[config.mk]
export PLATFORM = sky130hd
export DESIGN_NAME = dspwm_timer
export DESIGN_NICKNAME = d
export VERILOG_FILES = /design/src/shared/dspwm_pkg.sv /design/src/logic/dspwm_timer.sv
export VERILOG_INCLUDE_DIRS = /design/src /design/src/shared
export SDC_FILE = /design/constraint.sdc
export NUM_CORES = 1
export LEC_CHECK = 0
export ABC_AREA = 1
export BUFFER_PORTS_ARGS = -buffer_cell sky130_fd_sc_hd__buf_4
export CELL_PAD_IN_SITES_DETAIL_PLACEMENT = 1
export CELL_PAD_IN_SITES_GLOBAL_PLACEMENT = 1
export CORE_MARGIN = 8
export CORE_UTILIZATION = 49
export DETAILED_ROUTE_END_ITERATION = 16
export PLACE_DENSITY = 0.83
export SYNTH_ARGS = -nofsm -noshare
export SYNTH_HDL_FRONTEND = slang
export SYNTH_SLANG_ARGS = --single-unit
export TNS_END_PERCENT = 5
[constraint.sdc]
create_clock -name core_clk -period 6.75 [get_ports core_clk]
set_clock_uncertainty 0.15 [all_clocks]
set_input_delay 0.3375 -clock core_clk [delete_from_list [all_inputs] [get_ports core_clk]]
set_output_delay 0.3375 -clock core_clk [all_outputs]
set_load 0.02 [all_outputs]
[src/shared/dspwm_consts.svh]
// Register map, field positions, reset values and prescaler counts
// Assumes inclusion by bare name from the timer package and logic
`ifndef DSPWM_CONSTS_SVH
`define DSPWM_CONSTS_SVH
`define DSPWM_A_CTRL_A   4'h0
`define DSPWM_A_CTRL_B   4'h1
`define DSPWM_A_FLAGS    4'h2
`define DSPWM_A_PIN_DIR  4'h3
`define DSPWM_A_COUNT_L  4'h4
`define DSPWM_A_COUNT_H  4'h5
`define DSPWM_A_CMPA_L   4'h6
`define DSPWM_A_CMPA_H   4'h7
`define DSPWM_A_CMPB_L   4'h8
`define DSPWM_A_CMPB_H   4'h9
`define DSPWM_A_CAPT_L   4'hA
`define DSPWM_A_CAPT_H   4'hB
`define DSPWM_F_WRAP     0
`define DSPWM_F_MATCH_A  1
`define DSPWM_F_MATCH_B  2
`define DSPWM_F_CAPTURE  5
`define DSPWM_SHAPE_CAPT 4'h8
`define DSPWM_SHAPE_CMPA 4'h9
`define DSPWM_ACT_OFF    2'h0
`define DSPWM_ACT_TOGGLE 2'h1
`define DSPWM_ACT_NONINV 2'h2
`define DSPWM_ACT_INV    2'h3
`define DSPWM_ZERO16     16'h0000
`define DSPWM_ONE16      16'h0001
`define DSPWM_ZERO8      8'h00
`define DSPWM_DIV1       10'h000
`define DSPWM_DIV8       10'h007
`define DSPWM_DIV64      10'h03F
`define DSPWM_DIV256     10'h0FF
`define DSPWM_DIV1024    10'h3FF
`endif

[src/shared/dspwm_pkg.sv]
// Types shared by the dual-slope timer and its bench
// Assumes dspwm_consts.svh on the include path
`include "dspwm_consts.svh"
package dspwm_pkg;
  typedef struct packed {
    logic [3:0] addr;
    logic [7:0] wdata;
    logic       wr;
    logic       rd;
  } dspwm_req_t;

  typedef struct packed {
    logic capture;
    logic match_b;
    logic match_a;
    logic wrap;
  } dspwm_flags_t;

  typedef enum logic {
    DSPWM_UP,
    DSPWM_DOWN
  } dspwm_dir_t;
endpackage : dspwm_pkg

[src/logic/dspwm_timer.sv]
// Dual-slope phase and frequency correct 16-bit PWM timer
// Assumes a single-cycle byte register port on core_clk, no waits
//
// Functional notes
// - Shape select 8 uses capture top, 9 uses compare-A top.
// - Counter counts up from zero to top, then down to zero.
// - Counter holds top for exactly one tick before counting down.
// - Action 2 clears on up-match, sets on down-match; action 3 opposite.
// - Top values from three up to full 16-bit range are accepted.
// - Active compare values load from buffers only at bottom in shapes 8 and 9.
// - Wrap flag sets in the tick compares load, at bottom.
// - Compare-A or capture flag sets when counter reaches top.
// - Match flag sets when counter equals channel compare value.
// - Pin driven only when its direction bit selects output.
// - Compare at bottom gives steady low, at top high, non-inverting.
// - Tick is clock divided by 1, 8, 64, 256 or 1024.
// - All logic on core_clk; tick is only an enable.
// - 16-bit registers use byte access through shared high temp.
// - Low-byte write copies temp and low byte in one cycle.
// - Low-byte read captures the high byte into temp.
// - Compare reads return both bytes directly, temp untouched.
// - Action 0 disconnects; action 1 toggles A only with shape bit 3.
//
// Chosen here: the placing of the registers and strobed register access.
`timescale 1ns/1ps
`include "dspwm_consts.svh"
module dspwm_timer
  import dspwm_pkg::*;
(
  // Clock and reset
  input  wire logic         core_clk,
  input  wire logic         sys_rst,
  // Register port
  input  wire dspwm_req_t   reg_req,
  output logic [7:0]        reg_rdata,
  // Waveform pins
  output logic              wave_output_a,
  output logic              wave_oe_a,
  output logic              wave_output_b,
  output logic              wave_oe_b,
  // Flag levels
  output dspwm_flags_t      flags
);

  ////////////////////////////////////////////////////////////////////
  logic [7:0]   ctrl_a_ff;
  logic [7:0]   ctrl_b_ff;
  logic [1:0]   pin_dir_ff;
  logic [7:0]   temp_ff;
  logic [7:0]   rdata_ff;
  logic [15:0]  count_value_ff;
  logic [15:0]  cmpa_buf_ff;
  logic [15:0]  cmpb_buf_ff;
  logic [15:0]  compare_value_a_ff;
  logic [15:0]  compare_value_b_ff;
  logic [15:0]  capture_value_ff;
  logic [9:0]   presc_ff;
  logic         tick_enable;
  dspwm_dir_t   dir_ff;
  dspwm_flags_t flags_ff;
  logic         wave_a_ff;
  logic         wave_b_ff;
  logic         oe_a_ff;
  logic         oe_b_ff;
  logic [9:0]   div_max;
  logic [3:0]   wave_shape_select;
  logic         wave_shape_top_bit;
  logic [1:0]   act_a;
  logic [1:0]   act_b;
  logic         pfc_mode;
  logic [15:0]  top_value;
  logic         step;
  logic         at_top;
  logic         at_bottom;
  logic         slope_up;
  logic         match_a;
  logic         match_b;
  logic         wr_en;
  logic         rd_en;
  logic [3:0]   addr;
  logic [7:0]   wdata;
  dspwm_flags_t flag_set;
  dspwm_flags_t flag_clr;

  assign addr               = reg_req.addr;
  assign wdata              = reg_req.wdata;
  assign wr_en              = reg_req.wr;
  assign rd_en              = reg_req.rd;
  assign act_a              = ctrl_a_ff[7:6];
  assign act_b              = ctrl_a_ff[5:4];
  assign wave_shape_select  = {ctrl_b_ff[4:3], ctrl_a_ff[1:0]};
  assign wave_shape_top_bit = wave_shape_select[3];
  assign pfc_mode = (wave_shape_select == `DSPWM_SHAPE_CAPT) ||
                    (wave_shape_select == `DSPWM_SHAPE_CMPA);
  assign top_value = (wave_shape_select == `DSPWM_SHAPE_CAPT) ?
                     capture_value_ff : compare_value_a_ff;
  assign step      = tick_enable && pfc_mode;
  assign at_top    = count_value_ff == top_value;
  assign at_bottom = count_value_ff == `DSPWM_ZERO16;
  // Bottom belongs to the up slope, top to the down slope
  assign slope_up  = at_bottom || ((dir_ff == DSPWM_UP) && !at_top);
  assign match_a   = step && (count_value_ff == compare_value_a_ff);
  assign match_b   = step && (count_value_ff == compare_value_b_ff);

  assign reg_rdata     = rdata_ff;
  assign wave_output_a = wave_a_ff;
  assign wave_output_b = wave_b_ff;
  assign wave_oe_a     = oe_a_ff;
  assign wave_oe_b     = oe_b_ff;
  assign flags         = flags_ff;

  ////////////////////////////////////////////////////////////////////
  // Prescaler
  always_comb
  begin
    case (ctrl_b_ff[2:0])
      3'h1:    div_max = `DSPWM_DIV1;
      3'h2:    div_max = `DSPWM_DIV8;
      3'h3:    div_max = `DSPWM_DIV64;
      3'h4:    div_max = `DSPWM_DIV256;
      3'h5:    div_max = `DSPWM_DIV1024;
      default: div_max = `DSPWM_DIV1;
    endcase
  end

  assign tick_enable = (ctrl_b_ff[2:0] != 3'h0) && (ctrl_b_ff[2:0] < 3'h6) &&
                       (presc_ff == div_max);

  always_ff @(posedge core_clk)
  begin
    if (sys_rst || tick_enable || (ctrl_b_ff[2:0] == 3'h0))
      presc_ff <= 10'h000;
    else
      presc_ff <= presc_ff + 10'h001;
  end

  ////////////////////////////////////////////////////////////////////
  // Control registers
  always_ff @(posedge core_clk)
  begin
    if (sys_rst)
    begin
      ctrl_a_ff  <= `DSPWM_ZERO8;
      ctrl_b_ff  <= `DSPWM_ZERO8;
      pin_dir_ff <= 2'h0;
    end
    else if (wr_en)
    begin
      if (addr == `DSPWM_A_CTRL_A)
        ctrl_a_ff <= wdata;
      if (addr == `DSPWM_A_CTRL_B)
        ctrl_b_ff <= wdata;
      if (addr == `DSPWM_A_PIN_DIR)
        pin_dir_ff <= wdata[1:0];
    end
  end

  ////////////////////////////////////////////////////////////////////
  // Shared high-byte temporary
  always_ff @(posedge core_clk)
  begin
    if (sys_rst)
      temp_ff <= `DSPWM_ZERO8;
    else if (wr_en && addr[0] && (addr >= `DSPWM_A_COUNT_H))
      temp_ff <= wdata;
    else if (rd_en && (addr == `DSPWM_A_COUNT_L))
      temp_ff <= count_value_ff[15:8];
    else if (rd_en && (addr == `DSPWM_A_CAPT_L))
      temp_ff <= capture_value_ff[15:8];
  end

  ////////////////////////////////////////////////////////////////////
  // Counter and direction
  always_ff @(posedge core_clk)
  begin
    if (sys_rst)
    begin
      count_value_ff <= `DSPWM_ZERO16;
      dir_ff         <= DSPWM_UP;
    end
    else if (wr_en && (addr == `DSPWM_A_COUNT_L))
      count_value_ff <= {temp_ff, wdata};
    else if (step)
    begin
      case (dir_ff)
        DSPWM_UP:
        begin
          if (count_value_ff >= top_value)
          begin
            dir_ff         <= DSPWM_DOWN;
            count_value_ff <= count_value_ff - `DSPWM_ONE16;
          end
          else
            count_value_ff <= count_value_ff + `DSPWM_ONE16;
        end
        DSPWM_DOWN:
        begin
          if (at_bottom)
          begin
            dir_ff         <= DSPWM_UP;
            count_value_ff <= count_value_ff + `DSPWM_ONE16;
          end
          else
            count_value_ff <= count_value_ff - `DSPWM_ONE16;
        end
        default:
          dir_ff <= DSPWM_UP;
      endcase
    end
  end

  ////////////////////////////////////////////////////////////////////
  // Compare buffers, active compares and capture value
  always_ff @(posedge core_clk)
  begin
    if (sys_rst)
    begin
      cmpa_buf_ff        <= `DSPWM_ZERO16;
      cmpb_buf_ff        <= `DSPWM_ZERO16;
      compare_value_a_ff <= `DSPWM_ZERO16;
      compare_value_b_ff <= `DSPWM_ZERO16;
      capture_value_ff   <= `DSPWM_ZERO16;
    end
    else
    begin
      if (wr_en && (addr == `DSPWM_A_CMPA_L))
        cmpa_buf_ff <= {temp_ff, wdata};
      if (wr_en && (addr == `DSPWM_A_CMPB_L))
        cmpb_buf_ff <= {temp_ff, wdata};
      if (wr_en && (addr == `DSPWM_A_CAPT_L))
        capture_value_ff <= {temp_ff, wdata};
      // Outside the dual-slope modes compares follow the buffer at once
      if ((step && at_bottom) || !pfc_mode)
      begin
        compare_value_a_ff <= cmpa_buf_ff;
        compare_value_b_ff <= cmpb_buf_ff;
      end
    end
  end

  ////////////////////////////////////////////////////////////////////
  // Flags, write one to clear, set wins
  assign flag_set.wrap    = step && at_bottom;
  assign flag_set.match_a = match_a || (step && at_top &&
                            (wave_shape_select == `DSPWM_SHAPE_CMPA));
  assign flag_set.match_b = match_b;
  assign flag_set.capture = step && at_top &&
                            (wave_shape_select == `DSPWM_SHAPE_CAPT);
  assign flag_clr = (wr_en && (addr == `DSPWM_A_FLAGS)) ?
                    {wdata[`DSPWM_F_CAPTURE], wdata[`DSPWM_F_MATCH_B],
                     wdata[`DSPWM_F_MATCH_A], wdata[`DSPWM_F_WRAP]} : 4'h0;

  always_ff @(posedge core_clk)
  begin
    if (sys_rst)
      flags_ff <= 4'h0;
    else
      flags_ff <= (flags_ff & ~flag_clr) | flag_set;
  end

  ////////////////////////////////////////////////////////////////////
  // Waveform outputs
  function automatic logic wave_next(input logic [1:0] act, input logic cur,
                                     input logic hit, input logic up,
                                     input logic tog_ok);
    logic res;
    res = cur;
    if (hit)
    begin
      case (act)
        `DSPWM_ACT_NONINV: res = !up;
        `DSPWM_ACT_INV:    res = up;
        `DSPWM_ACT_TOGGLE: res = tog_ok ? !cur : cur;
        default:           res = cur;
      endcase
    end
    return res;
  endfunction : wave_next

  always_ff @(posedge core_clk)
  begin
    if (sys_rst)
    begin
      wave_a_ff <= 1'b0;
      wave_b_ff <= 1'b0;
      oe_a_ff   <= 1'b0;
      oe_b_ff   <= 1'b0;
    end
    else
    begin
      wave_a_ff <= wave_next(act_a, wave_a_ff, match_a, slope_up,
                             wave_shape_top_bit);
      wave_b_ff <= wave_next(act_b, wave_b_ff, match_b, slope_up, 1'b0);
      oe_a_ff   <= pin_dir_ff[0] && (act_a != `DSPWM_ACT_OFF) &&
                   ((act_a != `DSPWM_ACT_TOGGLE) || wave_shape_top_bit);
      oe_b_ff   <= pin_dir_ff[1] && (act_b != `DSPWM_ACT_OFF) &&
                   (act_b != `DSPWM_ACT_TOGGLE);
    end
  end

  ////////////////////////////////////////////////////////////////////
  // Read data, one cycle after the strobe
  always_ff @(posedge core_clk)
  begin
    if (sys_rst || !rd_en)
      rdata_ff <= `DSPWM_ZERO8;
    else
    begin
      case (addr)
        `DSPWM_A_CTRL_A:  rdata_ff <= ctrl_a_ff;
        `DSPWM_A_CTRL_B:  rdata_ff <= ctrl_b_ff;
        `DSPWM_A_FLAGS:   rdata_ff <= {2'h0, flags_ff.capture, 2'h0,
                                       flags_ff.match_b, flags_ff.match_a,
                                       flags_ff.wrap};
        `DSPWM_A_PIN_DIR: rdata_ff <= {6'h00, pin_dir_ff};
        `DSPWM_A_COUNT_L: rdata_ff <= count_value_ff[7:0];
        `DSPWM_A_COUNT_H: rdata_ff <= temp_ff;
        `DSPWM_A_CMPA_L:  rdata_ff <= cmpa_buf_ff[7:0];
        `DSPWM_A_CMPA_H:  rdata_ff <= cmpa_buf_ff[15:8];
        `DSPWM_A_CMPB_L:  rdata_ff <= cmpb_buf_ff[7:0];
        `DSPWM_A_CMPB_H:  rdata_ff <= cmpb_buf_ff[15:8];
        `DSPWM_A_CAPT_L:  rdata_ff <= capture_value_ff[7:0];
        `DSPWM_A_CAPT_H:  rdata_ff <= temp_ff;
        default:          rdata_ff <= `DSPWM_ZERO8;
      endcase
    end
  end

  ////////////////////////////////////////////////////////////////////
  // Assertions
  property p_top_turn;
    @(posedge core_clk) disable iff (sys_rst)
    (step && at_top && (dir_ff == DSPWM_UP) && !wr_en) |=> (dir_ff == DSPWM_DOWN);
  endproperty
  a_top_turn: assert property (p_top_turn) else $error("no turn at top");

  property p_bottom_turn;
    @(posedge core_clk) disable iff (sys_rst)
    (step && at_bottom && !wr_en) |=> (dir_ff == DSPWM_UP) &&
                                      (count_value_ff == `DSPWM_ONE16);
  endproperty
  a_bottom_turn: assert property (p_bottom_turn) else $error("bad bottom turn");

  property p_load_bottom;
    @(posedge core_clk) disable iff (sys_rst)
    (pfc_mode && !(step && at_bottom)) |=> $stable(compare_value_b_ff);
  endproperty
  a_load_bottom: assert property (p_load_bottom) else $error("compare moved");

  property p_wrap;
    @(posedge core_clk) disable iff (sys_rst)
    (step && at_bottom) |=> flags_ff.wrap && (compare_value_a_ff == $past(cmpa_buf_ff));
  endproperty
  a_wrap: assert property (p_wrap) else $error("wrap flag missed");

  property p_cap_flag;
    @(posedge core_clk) disable iff (sys_rst)
    (step && at_top && (wave_shape_select == `DSPWM_SHAPE_CAPT)) |=> flags_ff.capture;
  endproperty
  a_cap_flag: assert property (p_cap_flag) else $error("capture flag missed");

  property p_match_b;
    @(posedge core_clk) disable iff (sys_rst)
    match_b |=> flags_ff.match_b;
  endproperty
  a_match_b: assert property (p_match_b) else $error("match flag missed");

  property p_noninv;
    @(posedge core_clk) disable iff (sys_rst)
    (match_b && (act_b == `DSPWM_ACT_NONINV)) |=> (wave_b_ff == !$past(slope_up));
  endproperty
  a_noninv: assert property (p_noninv) else $error("bad wave level");

  property p_pin_dir;
    @(posedge core_clk) disable iff (sys_rst)
    !pin_dir_ff[0] |=> !oe_a_ff;
  endproperty
  a_pin_dir: assert property (p_pin_dir) else $error("pin driven as input");

  property p_low_write;
    @(posedge core_clk) disable iff (sys_rst)
    (wr_en && (addr == `DSPWM_A_COUNT_L)) |=>
      (count_value_ff == {$past(temp_ff), $past(wdata)});
  endproperty
  a_low_write: assert property (p_low_write) else $error("bad 16-bit write");

  property p_low_read;
    @(posedge core_clk) disable iff (sys_rst)
    (rd_en && (addr == `DSPWM_A_COUNT_L)) |=> (temp_ff == $past(count_value_ff[15:8]));
  endproperty
  a_low_read: assert property (p_low_read) else $error("temp not captured");

  property p_cmp_read;
    @(posedge core_clk) disable iff (sys_rst)
    (rd_en && (addr == `DSPWM_A_CMPA_L)) |=> $stable(temp_ff);
  endproperty
  a_cmp_read: assert property (p_cmp_read) else $error("temp disturbed");

  c_top:    cover property (@(posedge core_clk) step && at_top && pfc_mode);
  c_wrap:   cover property (@(posedge core_clk) flag_set.wrap);
  c_wave_a: cover property (@(posedge core_clk) $rose(wave_a_ff));
  c_toggle: cover property (@(posedge core_clk) match_a && (act_a == `DSPWM_ACT_TOGGLE));

endmodule : dspwm_timer

; Word-level counts from Yosys, hierarchy flattened
; Cells that the tools add are included.
[op_classes]
addsub = 3
mul = 0
n_div = 0
magnitude_cmp = 3
eq_ne = 29
shifts = 0
muxes = 18
bitwise_logic = 5
n_reduce_logical = 53
[ops]
columns = op, count
row1 = $pmux 8 s11, 1
row2 = $mux 16, 5
row3 = $eq 16x16->1, 3
row4 = $pmux 10 s4, 1
row5 = $pmux 16 s2, 1
row6 = $eq 4x4->1 const B, 6
row7 = $mux 8, 3
row8 = $logic_and 1x1->1, 23
row9 = $add 16x1->16 const B, 1
row10 = $eq 4x3->1 const B, 4
row11 = $ge 16x16->1, 1
row12 = $logic_not 16->1, 1
row13 = $sub 16x1->16 const B, 1
row14 = $add 10x1->10 const B, 1
row15 = $eq 10x10->1, 1
row16 = $reduce_and 2->1, 5
row17 = $reduce_bool 3->1, 3
row18 = $eq 2x2->1 const B, 4
row19 = $eq 4x2->1 const B, 2
row20 = $logic_or 1x1->1, 8
row21 = $reduce_bool 2->1, 4
row22 = $eq 3x2->1 const B, 2
row23 = $eq 3x3->1 const B, 2
row24 = $logic_not 1->1, 5
row25 = 18 further kinds, 23
[totals]
regBits = 149
latch_bits = 0
ram_bits = 0
romBits = 0
inputBits = 16
wordCells = 132
n_memories = 0

; Longest topological paths before layout
[depth]
depth_word = 9
depth_mapped = 23
mapped_depth_nobuf = 22

; Worst setup path after synthesis
; Ideal clock, no wire load.
[synth_timing]
kind = register -> register
start = register ctrl_b_ff[4]
end = register count_value_ff[10]
setup_time_ns = 0.132
arrival_ns = 2.626
setup_slack_ns = 3.841
stages_incl_launch_ff = 22
synth_period_minus_slack_ns = 2.909
path_cell_list = dfxtp_1 inv_1 nor2_1 nand2_1 inv_1 nand2_1 clkbuf_1 nor2_1 a21oi_1 ha_1 nand2_1 nor2_1 nand2_1 nor2_1 nand2_1 nand2_1 nor2_1 nand2_1 buf_2 nand3_1 nand3_1 a21oi_1
[synth_via]
elab_chain_cells = 7
word_cells_on_any_way = 11
cone_classes = order compare (1) / eq/ne (2) / mux (5) / reduce/logical (3)
[synth_rtl]
columns = element, line
row1 = from (decl), dspwm_timer.sv:47  ; logic [7:0] ctrl_b_ff;
row2 = from (signal assigned), dspwm_timer.sv:144  ; ctrl_b_ff <= `DSPWM_ZERO8;
row3 = from (signal assigned), dspwm_timer.sv:152  ; ctrl_b_ff <= wdata;
row4 = $eq 4x4->1 (no line), -
row5 = $mux 16, dspwm_timer.sv:95  ; assign top_value = (wave_shape_select == `DSPWM_SHAPE_CAPT) ?
row6 = $ge 16x16->1, dspwm_timer.sv:188  ; if (count_value_ff >= top_value)
row7 = $mux 16, dspwm_timer.sv:188
row8 = $pmux 16 s2, dspwm_timer.sv:185  ; case (dir_ff)
row9 = $mux 16, dspwm_timer.sv:183  ; else if (step)
row10 = $mux 16, dspwm_timer.sv:181  ; else if (wr_en && (addr == `DSPWM_A_COUNT_L))
row11 = to (signal assigned), dspwm_timer.sv:182  ; count_value_ff <= {temp_ff, wdata};
row12 = to (signal assigned), dspwm_timer.sv:191  ; count_value_ff <= count_value_ff - `DSPWM_ONE16;
row13 = to (signal assigned), dspwm_timer.sv:194  ; count_value_ff <= count_value_ff + `DSPWM_ONE16;
row14 = to (decl), dspwm_timer.sv:51  ; logic [15:0] count_value_ff;
; Several ways; a longest one is shown, not always the timed one. The select of a mux whose other input is x is not followed.
; A chain may end at the register's enable or synchronous reset.

; Worst setup path in the final report
[layout_timing]
start = register ctrl_b_ff[4]
end = register count_value_ff[12]
; The elaborated chain is that of the path after synthesis.

==> summary.md <==
| Metric | Value |
|---|---|
| Status | finished clean |
| Crit. End Element | flip-flop |
| # H-tree levels | 4 |
| DP Cell Count | roughly 1400 |
| Yosys reg bits | about 150 |
| Max clock buf depth | 2 |
| Routed length per instance | 21.10 µm |
| Worst endpoint data arrival time | about 4.5 ns |
| Setup TNS | 0 ns |
| Slew margin rel. | around an eighth |
| Die ar. | around 0.021 mm² |
| Row cnt | 47 |
| Max-Cap Viols | 0 |
| CTS tree | built |
| Hold Path Stages | 3 |
| Area post-placement | between 0.008 and 0.009 mm² |
| DRC violations left | 0 |
| Overflow after GRT | 0 |
| Post-Syn Area | roughly 0.0083 mm² |
| Initial antenna violation count | 0 |
| Wirelength, routed | 29.20 mm |
| Synth Area in Simple Gates | about 22% |
| Largest net degree at the start of global routing | ~110 |
| Share of cells above drive strength 1 | between 10% and 20% |
| Register area share after synthesis | approximately 36% |
| Final hold violation count | 0 |
| Hpwl dp | 20.47 mm |
| Synth cell types | 42 |
| Post-synth net total | 1193 |
| Compound-gate portion of the synthesized area | ~22% |
| Fraction of the mapped netlist area in adder cells | around 3% |
| Non-filler cells, final | 1384 |
| XOR/XNOR Fraction of Synth Area | between 5 and 6% |
| Worst-path clk slew | roughly 0.060 ns |
| Design area | just over 0.009 mm² |
| Gate Count Post-Synth | roughly 1200 |
| Max Clk Rate | between 200 and 250 MHz |
| Final Net Count | roughly 1200 |
| Post-cts gate resize count | 0 |
| Worst r2r path cells | 21 |
| Setup CP Type | flip-flop to flip-flop |
| Largest family of logic cells by synthesized area | simple AND/OR/NAND/NOR gates |
| P_leak | 3.516 nW |
| DIE WIDTH | 145.8 µm |
| Post-CTS setup buffer count | 0 |
| Peak VDD IR | about 220 µV |
| IO Port Bufs | 31 |
| Met3 wire len | 1.436 mm |
| Hold WC Path Type | input port to flip-flop |
| Post-synthesis mux area share | 0% |
| Critical path fanouts, max | 32 |
| Vias | between 8000 and 9000 |
| Fin crit share | between 60% and 70% |
| Fin. max-slew vios | 0 |
| Power Density | around 250 mW/mm² |
| First-pass GRT wire length | ~46 mm |
| Clock Latency Late Sink | between 0.4 and 0.5 ns |
| Total CTS buffers | 17 |
| Clk sink count | about 150 |
| Worst slack, placed | 2.505 ns |
| Top Metal Used | met4 |
| Drt first pass iters | 5 |
| Core area | approximately 0.017 mm² |
| Synthesis Warnings | 0 |
| Synth Flop Type | dfxtp_1 |
| Num ports | 32 |
| Root buffer cell | clkbuf_16 |
| CP Launch Type | flip-flop |
| Antenna Nets Post-Route | 0 |
| Routed vias/inst | around 5.8 |
| Worst-Margin Slew | about 1.3 ns |
| RSZ-0062 raised after global routing | false |
| Post-layout minimum cycle time | roughly 4.4 ns |
| Post-synthesis average cell area | 7.132 µm² |
| GRT Overall Usage | between 20 and 30% |
| Fillers | 2185 |
| CTS Hold Bufs | 0 |
| Die Ht | 145.8 µm |
| GPL Wtd Cong | just under 0.9 |
| Initial Util | between 40 and 50% |
| Vias in the first global route | approximately 8200 |
| Critical path required time | between 6 and 7 ns |
| EDFF count, synth | 0 |
| Setup-failing EPs final | 0 |
| WL met1 | 12.74 mm |
| Setup ws final | around 2.4 ns |
| Design Power | around 2.2 mW |
| First DRT Iteration DRCs | 639 |
| FFs w/ async S/R, synth | 0% |
| Diodes inserted | 0 |
| Syn-to-layout area delta | 10.08% |
| Metal2 WL | roughly 14 mm |
## power by group
group / internal (mW) / switching [mW]
Sequential: 0.898 / 0.0243
Combinational: 0.0698 / 0.173
Clock: 0.655 / 0.418
Total: 1.62 / 0.615
## layout by cell type, fill, tap and decap left out, types with 20 or more instances in the layout
master,count
o21ai_0,93
buf_4,32
o21ai_1,32
o22ai_1,20
a21oi_1,115
a21oi_2,28
dfxtp_1,149
xnor2_1,26
nand3_1,71
nor2_1,97
xor2_1,30
ha_1,20
nand2_1,190
inv_1,134
## metrics by stage
stage	hold WS (ns)	utilization [%]
after floorplan	0.2797	-
after global placement	0.2953	51.01
after detailed placement	0.2998	51.01
after CTS	0.1111	54.97
after global routing	0.1159	54.97
final	0.1138	54.97
## worst max-delay path, stage by stage (launching register included)
cell,delay (ns)
dfxtp_1,0.33
inv_1,0.07
nor2_1,0.12
nand2_1,0.12
inv_1,0.23
nand2_1,0.64
nor2_1,0.28
a21oi_1,0.07
ha_1,0.34
nand2_1,0.07
nor2_1,0.27
nand2_1,0.14
nor2_1,0.13
nand2_1,0.08
nand2_1,0.07
nor2_1,0.04
nand2_1,0.46
nand2_4,0.29
nand2_1,0.14
nand2_1,0.06
nand2_1,0.06
a21oi_1,0.06
## flip-flops by register name, indices dropped and copies added (netlist names), 4 cells and up
name / flops
compare_value_b_ff: 16
capture_value_ff: 16
count_value_ff: 16
presc_ff: 10
compare_value_a_ff: 16
ctrl_a_ff: 8
reg_rdata: 8
ctrl_b_ff: 8
cmpb_buf_ff: 16
flags: 4
cmpa_buf_ff: 16
temp_ff: 8
## Yosys cell counts (4+ instances only)
library cell	instances	share of area, %
nand2_1	190	8.6
dfxtp_1	149	36
inv_1	135	6.1
a21oi_1	115	7.0
nor2_1	97	4.4
o21ai_0	93	5.6
nand3_1	71	4.3
clkbuf_1	33	1.5
o21ai_1	32	1.9
xor2_1	30	3.2
a21oi_2	28	3.0
xnor2_1	26	2.8
ha_1	20	3.0
o22ai_1	20	1.5
nor3_1	17	1.0
nand4_1	13	0.99
buf_2	11	0.67
a31oi_1	7	0.53
buf_6	7	0.96
o211ai_1	7	0.64
a22oi_1	6	0.55
a211oi_1	5	0.45
a221oi_1	4	0.42
nand2_2	4	0.30
nor2_2	4	0.30
## cell families (layout without fill, tap and decap cells)
logic type                 after synthesis  in the layout
AOI/OAI and AO/OA                      322            322
xor gates and xnor gates                56             56
adders and majority gates               20             20
buffers and inverters                  197            204
DFF                                    149            149
and+or+nand+nor                        413            413
## per-layer routing
| layer | vias to the layer above | GRT usage (%) |
|---|---|---|
| li1 | 3834 | - |
| met1 | 3948 | 34.93 |
| met2 | 248 | 46.00 |
| met3 | 66 | 3.451 |
| met4 | 0 | 11.04 |
| met5 | - | 0 |
## area by class of cell
cell class	instances	area (µm²)	area share [%]
clock buffer	20	466.7	5.138
sequential	149	2983	32.84
timing repair buffer	32	240.2	2.645
tap	220	275.3	3.030
clock inverter	12	187.7	2.066
inverter	140	525.5	5.785
multi-input combinational	811	4405	48.50
## final timing paths
| check | start | to | slack (ns) |
|---|---|---|---|
| worst min register to register | ctrl_a_ff[2] | ctrl_a_ff[2] | 0.31 |
| worst max register to register | ctrl_b_ff[4] | count_value_ff[12] | 2.38 |
| worst max-delay path | ctrl_b_ff[4] | count_value_ff[12] | 2.38 |
| worst min-delay path | reg_req[8] | temp_ff[6] | 0.11 |
No activity file was read; power rests on OpenSTA's default activity.
